==> src/rtl/spi_slave_consts.svh <==
// Operation
// - MSB driven out at chip select fall
// - Later bits shifted after clock falling edge
// - Output released once chip select rises
// - Both sides use polarity 1, phase 1
// - Input bits captured on clock rising edge
`ifndef SPI_SLAVE_CONSTS_SVH
`define SPI_SLAVE_CONSTS_SVH
// -------------------------------------------------------------
// Link constants
// -------------------------------------------------------------
`define WORD_BITS 16
`define FAST_MODE_MAX_SETTING 8'h07
`define CLK_PERIOD_NS 10
`define FAST_FRAME_SPACING_US 40
`define NORMAL_FRAME_SPACING_US 100
`define FAST_FRAME_SPACING_CYC \
  ((`FAST_FRAME_SPACING_US*1000+`CLK_PERIOD_NS-1)/`CLK_PERIOD_NS)
`define NORMAL_FRAME_SPACING_CYC \
  ((`NORMAL_FRAME_SPACING_US*1000+`CLK_PERIOD_NS-1)/`CLK_PERIOD_NS)
`define SYNC_RESET 3'h7
`endif

==> src/rtl/spi_slave_pkg.sv <==
`include "spi_slave_consts.svh"
package spi_slave_pkg;
  // Serial pins, before and after synchronisation
  typedef struct packed {
    logic sclk;
    logic cs_n;
    logic din;
  } spi_pins_s;
  // Word handed to the user side
  typedef struct packed {
    logic [`WORD_BITS-1:0] data;
    logic frame_short;
  } rx_word_s;
endpackage

==> src/rtl/pin_sync.sv <==
`timescale 1ns/1ps
`default_nettype none
`include "spi_slave_consts.svh"
module pin_sync
  import spi_slave_pkg::*;
(
  input wire logic i_clk,
  input wire logic i_nrst,
  input wire spi_pins_s i_pins,
  output spi_pins_s o_pins
);
  // -------------------------------------------------------------
  // Two flops per pin
  // -------------------------------------------------------------
  logic [2:0] meta_q; // First stage, read only by second stage
  logic [2:0] sync_q; // Second stage
  // Synchroniser chain
  always_ff @(posedge i_clk or negedge i_nrst)
  begin
    if (!i_nrst)
    begin
      meta_q <= `SYNC_RESET;
      sync_q <= `SYNC_RESET;
    end
    else
    begin
      meta_q <= i_pins;
      sync_q <= meta_q;
    end
  end
  assign o_pins = sync_q;
endmodule
`default_nettype wire

==> src/rtl/spi_slave.sv <==
`timescale 1ns/1ps
`default_nettype none
`include "spi_slave_consts.svh"
module spi_slave
  import spi_slave_pkg::*;
(
  input wire logic i_clk,
  input wire logic i_nrst,
  input wire logic i_sclk,
  input wire logic i_cs_n,
  input wire logic i_din,
  input wire logic [7:0] i_sample_period_setting,
  input wire logic [`WORD_BITS-1:0] i_tx_data,
  output logic o_dout,
  output logic o_dout_oe,
  output logic o_tx_load,
  output logic o_rx_valid,
  output logic [`WORD_BITS-1:0] o_rx_data,
  output logic o_rx_frame_short
);
  // -------------------------------------------------------------
  // Pin synchronisation and edge detection
  // -------------------------------------------------------------
  spi_pins_s raw_pins; // Pins as they arrive
  spi_pins_s pins; // Pins after two flops
  logic sclk_prev_q; // Clock level one cycle back
  logic cs_prev_q; // Select level one cycle back
  logic sclk_rise; // Rising clock edge seen
  logic sclk_fall; // Falling clock edge seen
  logic cs_fall; // Frame start
  logic cs_rise; // Frame end
  assign raw_pins = '{sclk: i_sclk, cs_n: i_cs_n, din: i_din};
  pin_sync u_sync
  (
    .i_clk(i_clk),
    .i_nrst(i_nrst),
    .i_pins(raw_pins),
    .o_pins(pins)
  );
  // Previous levels for edge finding
  always_ff @(posedge i_clk or negedge i_nrst)
  begin
    if (!i_nrst)
    begin
      sclk_prev_q <= 1'h1;
      cs_prev_q <= 1'h1;
    end
    else
    begin
      sclk_prev_q <= pins.sclk;
      cs_prev_q <= pins.cs_n;
    end
  end
  // Mode 3: edges only count inside a frame
  assign sclk_rise = !pins.cs_n && pins.sclk && !sclk_prev_q;
  assign sclk_fall = !pins.cs_n && !pins.sclk && sclk_prev_q;
  assign cs_fall = !pins.cs_n && cs_prev_q;
  assign cs_rise = pins.cs_n && !cs_prev_q;
  // -------------------------------------------------------------
  // Frame state
  // -------------------------------------------------------------
  typedef enum logic [1:0] {
    ST_IDLE = 2'b01,
    ST_FRAME = 2'b10
  } frame_state_e;
  frame_state_e state_q; // Frame state
  // Idle until select falls, frame until it rises
  always_ff @(posedge i_clk or negedge i_nrst)
  begin
    if (!i_nrst)
      state_q <= ST_IDLE;
    else
    begin
      case (state_q)
        ST_IDLE:
          if (cs_fall)
            state_q <= ST_FRAME;
        ST_FRAME:
          if (cs_rise)
            state_q <= ST_IDLE;
        default:
          state_q <= ST_IDLE;
      endcase
    end
  end
  // -------------------------------------------------------------
  // Transmit shifter
  // -------------------------------------------------------------
  logic [`WORD_BITS-1:0] tx_q; // Bits still to send, MSB first
  logic dout_q; // Output bit register
  logic oe_q; // Output driven
  // Load at select fall, shift after each falling clock
  always_ff @(posedge i_clk or negedge i_nrst)
  begin
    if (!i_nrst)
    begin
      tx_q <= '0;
      dout_q <= 1'h0;
    end
    else if (cs_fall)
    begin
      // MSB kept in the shifter: the first falling edge leaves it standing
      tx_q <= i_tx_data;
      dout_q <= i_tx_data[`WORD_BITS-1];
    end
    else if (sclk_fall)
    begin
      tx_q <= {tx_q[`WORD_BITS-2:0], 1'h0};
      dout_q <= tx_q[`WORD_BITS-1];
    end
  end
  // Drive only inside a frame
  always_ff @(posedge i_clk or negedge i_nrst)
  begin
    if (!i_nrst)
      oe_q <= 1'h0;
    else if (cs_fall)
      oe_q <= 1'h1;
    else if (cs_rise)
      oe_q <= 1'h0;
  end
  assign o_dout = dout_q;
  assign o_dout_oe = oe_q;
  assign o_tx_load = cs_fall;
  // -------------------------------------------------------------
  // Receive shifter
  // -------------------------------------------------------------
  logic [`WORD_BITS-1:0] rx_q; // Bits taken so far
  logic [4:0] rx_cnt_q; // Count of bits taken
  logic rx_valid_q; // One-cycle word strobe
  rx_word_s rx_out_q; // Last complete word
  // Sample input on rising clock
  always_ff @(posedge i_clk or negedge i_nrst)
  begin
    if (!i_nrst)
    begin
      rx_q <= '0;
      rx_cnt_q <= 5'h00;
    end
    else if (cs_fall)
      rx_cnt_q <= 5'h00;
    else if (sclk_rise)
    begin
      rx_q <= {rx_q[`WORD_BITS-2:0], pins.din};
      if (rx_cnt_q == 5'(`WORD_BITS - 1))
        rx_cnt_q <= 5'h00;
      else
        rx_cnt_q <= rx_cnt_q + 5'h01;
    end
  end
  // -------------------------------------------------------------
  // Frame spacing monitor
  // -------------------------------------------------------------
  logic [13:0] gap_q; // Cycles since last frame start
  logic [13:0] gap_min; // Least spacing for current mode
  logic gap_ok_q; // Spacing since last start was met
  assign gap_min = (i_sample_period_setting <= `FAST_MODE_MAX_SETTING)
    ? 14'(`FAST_FRAME_SPACING_CYC)
    : 14'(`NORMAL_FRAME_SPACING_CYC);
  // Count from each select fall, saturating
  always_ff @(posedge i_clk or negedge i_nrst)
  begin
    if (!i_nrst)
    begin
      gap_q <= 14'h3fff;
      gap_ok_q <= 1'h1;
    end
    else if (cs_fall)
    begin
      // Starts at one: the load edge itself is one cycle of spacing
      gap_q <= 14'h0001;
      gap_ok_q <= (gap_q >= gap_min);
    end
    else if (gap_q != 14'h3fff)
      gap_q <= gap_q + 14'h0001;
  end
  // Word out after the last rising edge
  always_ff @(posedge i_clk or negedge i_nrst)
  begin
    if (!i_nrst)
    begin
      rx_valid_q <= 1'h0;
      rx_out_q <= '0;
    end
    else
    begin
      rx_valid_q <= sclk_rise && (rx_cnt_q == 5'(`WORD_BITS - 1));
      if (sclk_rise && (rx_cnt_q == 5'(`WORD_BITS - 1)))
        rx_out_q <= '{data: {rx_q[`WORD_BITS-2:0], pins.din},
                      frame_short: !gap_ok_q};
    end
  end
  assign o_rx_valid = rx_valid_q;
  assign o_rx_data = rx_out_q.data;
  assign o_rx_frame_short = rx_out_q.frame_short;
  // -------------------------------------------------------------
  // Checks
  // -------------------------------------------------------------
  property p_msb_first;
    @(posedge i_clk) disable iff (!i_nrst)
    cs_fall |=> (o_dout == $past(i_tx_data[`WORD_BITS-1])) && o_dout_oe;
  endproperty
  a_msb_first: assert property (p_msb_first)
    else $error("MSB not driven at select fall");
  property p_shift_on_fall;
    @(posedge i_clk) disable iff (!i_nrst)
    (sclk_fall && !cs_fall) |=> (o_dout == $past(tx_q[`WORD_BITS-1]));
  endproperty
  a_shift_on_fall: assert property (p_shift_on_fall)
    else $error("Output bit not shifted on falling clock");
  property p_hold_on_rise;
    @(posedge i_clk) disable iff (!i_nrst)
    (!cs_fall && !sclk_fall) |=> $stable(o_dout);
  endproperty
  a_hold_on_rise: assert property (p_hold_on_rise)
    else $error("Output bit changed without falling clock");
  property p_release;
    @(posedge i_clk) disable iff (!i_nrst)
    cs_rise |=> !o_dout_oe;
  endproperty
  a_release: assert property (p_release)
    else $error("Output still driven after select rise");
  property p_idle_released;
    @(posedge i_clk) disable iff (!i_nrst)
    (state_q == ST_IDLE && !cs_fall) |=> !o_dout_oe;
  endproperty
  a_idle_released: assert property (p_idle_released)
    else $error("Output driven outside frame");
  property p_capture;
    @(posedge i_clk) disable iff (!i_nrst)
    (sclk_rise && !cs_fall) |=> (rx_q[0] == $past(pins.din));
  endproperty
  a_capture: assert property (p_capture)
    else $error("Input bit not captured on rising clock");
  property p_word_strobe;
    @(posedge i_clk) disable iff (!i_nrst)
    o_rx_valid |=> !o_rx_valid;
  endproperty
  a_word_strobe: assert property (p_word_strobe)
    else $error("Word strobe longer than one cycle");
  property p_no_edge_idle;
    @(posedge i_clk) disable iff (!i_nrst)
    pins.cs_n |-> !sclk_rise && !sclk_fall;
  endproperty
  a_no_edge_idle: assert property (p_no_edge_idle)
    else $error("Clock edge counted outside frame");
  property p_gap_fast;
    @(posedge i_clk) disable iff (!i_nrst)
    (cs_fall && i_sample_period_setting <= `FAST_MODE_MAX_SETTING)
      |=> (gap_ok_q == ($past(gap_q) >= 14'(`FAST_FRAME_SPACING_CYC)));
  endproperty
  a_gap_fast: assert property (p_gap_fast)
    else $error("Fast mode spacing judged wrongly");
  property p_gap_normal;
    @(posedge i_clk) disable iff (!i_nrst)
    (cs_fall && i_sample_period_setting > `FAST_MODE_MAX_SETTING)
      |=> (gap_ok_q == ($past(gap_q) >= 14'(`NORMAL_FRAME_SPACING_CYC)));
  endproperty
  a_gap_normal: assert property (p_gap_normal)
    else $error("Normal mode spacing judged wrongly");
endmodule
`default_nettype wire

==> config.mk <==
export PLATFORM = sky130hd
export DESIGN_NAME = spi_slave
export DESIGN_NICKNAME = d
export VERILOG_FILES = /design/src/rtl/spi_slave_pkg.sv /design/src/rtl/pin_sync.sv /design/src/rtl/spi_slave.sv
export VERILOG_INCLUDE_DIRS = /design/src /design/src/rtl
export SDC_FILE = /design/constraint.sdc
export NUM_CORES = 1
export LEC_CHECK = 0
export ABC_AREA = 1
export BUFFER_PORTS_ARGS = -buffer_cell sky130_fd_sc_hd__buf_2
export CAP_MARGIN = 5
export CORE_MARGIN = 2
export CORE_UTILIZATION = 64
export CTS_BUF_LIST = sky130_fd_sc_hd__clkbuf_2 sky130_fd_sc_hd__clkbuf_4 sky130_fd_sc_hd__clkbuf_8
export CTS_CLUSTER_DIAMETER = 50
export DETAILED_ROUTE_END_ITERATION = 8
export PLACE_DENSITY = 0.88
export SYNTH_ARGS = -nofsm -noshare
export SYNTH_HDL_FRONTEND = slang
export SYNTH_SLANG_ARGS = --single-unit
==> constraint.sdc <==
create_clock -name i_clk -period 2.7 [get_ports i_clk]
set_clock_uncertainty 0.2 [all_clocks]
set_input_delay 0.675 -clock i_clk [delete_from_list [all_inputs] [get_ports i_clk]]
set_output_delay 0.675 -clock i_clk [all_outputs]
set_load 0.01 [all_outputs]
==> impl_metrics.env <==
export IMPL_outcome="complete, no violations"
export IMPL_cts_resized=0
export IMPL_synth_area_leaders="dfrtp_1 (40%), dfstp_2 (17%), nand2_1 (11%)"
export IMPL_grt_overflow=0
export IMPL_synth_top_area_share=0.398
export IMPL_synth_nets=425
export IMPL_ys_seq_elements=79
export IMPL_maxCapViolations=0
export IMPL_grt_usage=0.248
export IMPL_arrival_ns=1.54
export IMPL_grt_pass1_vias=2720
export IMPL_cts_htree_levels=3
export IMPL_core_region_area_um2=5410
export IMPL_fmaxAchievable_mhz=413
export IMPL_antenna_found_initial=0
export IMPL_relSlewSlack=0.666
export IMPL_ios=50
export IMPL_cts_sinks=79
export IMPL_die_area_um2=6110
export IMPL_netlist_top_cells_count="nand2_1 (104), dfrtp_1 (56), inv_1 (50)"
export IMPL_synthArstFlopShare=1.00
export IMPL_yosysUniqueCellTypes=30
export IMPL_final_max_slew_viol_count=0
export IMPL_dp_final_hpwl_um=4760
export IMPL_grt_setup_unrepaired="false"
export IMPL_diodes=0
export IMPL_dominantRegCellSynth="dfrtp_1"
export IMPL_die_w_um=78.2
export IMPL_post_cts_buffers=0
export IMPL_finalCriticalPeriod_ns=2.42
export IMPL_cts_buffers=9
export IMPL_yosys_cell_count_top_type="nand2_1"
export IMPL_peakVddDrop_v=0.000519
export IMPL_dp_cells=499
export IMPL_fillers=391
export IMPL_wl_um=6990
export IMPL_worstSetupPathType="reg -> out"
export IMPL_critPathLaunch="cs_prev_q$_DFF_PN1_"
export IMPL_power_density_nw_per_um2=644
export IMPL_nets=476
export IMPL_synth_edf_count=0
export IMPL_grt_pass1_wl_um=11700
export IMPL_finalNonFillerCells=515
export IMPL_dr_pass1_iters=4
export IMPL_initialDrtViolationCount=189
export IMPL_p_leak_nw=2.02
export IMPL_drc=0
export IMPL_r2r_start="u_sync.o_pins[1]$_DFF_PN1_"
export IMPL_synth_area_leader_cell="dfrtp_1"
export IMPL_vias=2762
export IMPL_clock_latency_ns=0.35
export IMPL_syn2layout_area_growth_pct=15.3
export IMPL_period_share=0.896
export IMPL_portBuffers=46
export IMPL_endpoint_kind="output pin"
export IMPL_path_clk_slew_ns=0.08
export IMPL_hold_buffers=0
export IMPL_root_buffer="clkbuf_8"
export IMPL_setup_tns_ns=0
export IMPL_syn_area_um2=3520
export IMPL_gp_congestion=0.881
export IMPL_viasPerCell=5.36
export IMPL_rows=27
export IMPL_hold_viol=0
export IMPL_yosysWarnings=0
export IMPL_start_util=0.651
export IMPL_cp_required_ns=1.82
export IMPL_hold_path_class="in -> async"
export IMPL_drive_gt1_frac=0.233
export IMPL_wl_per_cell_um=13.6
export IMPL_cts_buffer_depth=2
export IMPL_crit_fanout=10
export IMPL_tightest_slew_ns=0.499
export IMPL_ant_nets=0
export IMPL_dieHeight_um=78.2
export IMPL_syn_avg_cell_area_um2=9.09
export IMPL_cts_tree="done"
export IMPL_grt_max_degree=40
export IMPL_startpoint_type="flop"
export IMPL_ys_seq_area_frac=0.570
export IMPL_syn_instance_count=387
export IMPL_setup_viol=0
==> stage by stage <==
step	instance area [um^2]	hold slack, ns	power, mW	setup slack, ns	utilization
global route	4060	0.110	2.73	0.232	0.751
finish	4060	0.0835	2.61	0.281	0.751
floorplan	3520	0.145	1.55	0.721	-
detailed placement	3830	0.148	1.66	0.512	0.709
global placement	3830	0.146	1.64	0.517	0.709
CTS	4060	0.0906	2.63	0.292	0.751
==> critical path, cell delays in order (launching register included) <==
cell and delay [ns]:
dfstp_2 0.53, ha_1 0.45, buf_2 0.23
==> cells by family after synthesis <==
group	after synthesis	share of synthesized area
AO/OA/AOI/OAI	64	0.108
XOR/XNOR	3	0.00747
adder cells (fa/ha/maj)	9	0.0320
buffers and inverters	67	0.0746
flip-flops	79	0.570
AND/OR/NAND/NOR	165	0.208
==> layer usage <==
metal  vias to the layer above  GRT usage  wire (um)
met4                         0      0.118        142
met1                      1304      0.308       2880
met3                        18     0.0575        345
li1                       1356          -          -
met2                        84      0.414       3620
met5                         -          0          0
==> path summary, 6_finish.rpt <==
check / end / slack [ns] / cells past startpoint
worst max register to register: rx_q[11]$_DFFE_PN0P_ / 0.54 / 6
max in group asynchronous: cs_prev_q$_DFF_PN1_ / 1.54 / 2
min in group i_clk: u_sync.o_pins[1]$_DFF_PN1_ / 0.16 / 0
worst max-delay path: o_tx_load / 0.28 / 2
worst min-delay path: o_rx_data[6]$_DFFE_PN0P_ / 0.08 / 1
worst min register to register: u_sync.o_pins[1]$_DFF_PN1_ / 0.16 / 0
==> cell usage in the layout (no fill, tap or decap), types with 4 or more instances in the layout <==
cell type  synthesis  routed
o21ai_0           44      44
ha_1               9       9
buf_4              1       8
dfstp_2           23      23
nand2_1          104     104
nand3_1           26      26
inv_2              4       4
nor2_1            21      21
buf_2              5      45
o221ai_1          13      13
clkbuf_8           0       9
inv_1             50      50
dfrtp_1           56      56
nand4_1            4       4
==> cell type report <==
cell class	count	area [um^2]	area share
Clock buffer	10	131	0.0324
Clock inverter	6	92.6	0.0228
Inverter	54	203	0.0499
Multi-Input combinational cell	241	1250	0.308
Sequential cell	79	2010	0.494
Tap cell	72	90.1	0.0222
Timing Repair Buffer	53	285	0.0703
==> state kept, by name (all words and copies together) (netlist names) <==
register	flops
o_rx_frame_short	1
rx_cnt_q	5
gap_ok_q	1
u_sync.meta_q	3
o_rx_valid	1
o_dout	1
gap_q	14
rx_q	15
u_sync.o_pins	3
o_dout_oe	1
o_rx_data	16
sclk_prev_q	1
tx_q	16
cs_prev_q	1
==> power by group <==
group | total (mW) | internal (mW) | switching (mW)
clock | 0.973 | 0.537 | 0.436
sequential | 1.38 | 1.31 | 0.0691
combinational | 0.258 | 0.100 | 0.158
Note: power is estimated with default switching activity, not from simulation.
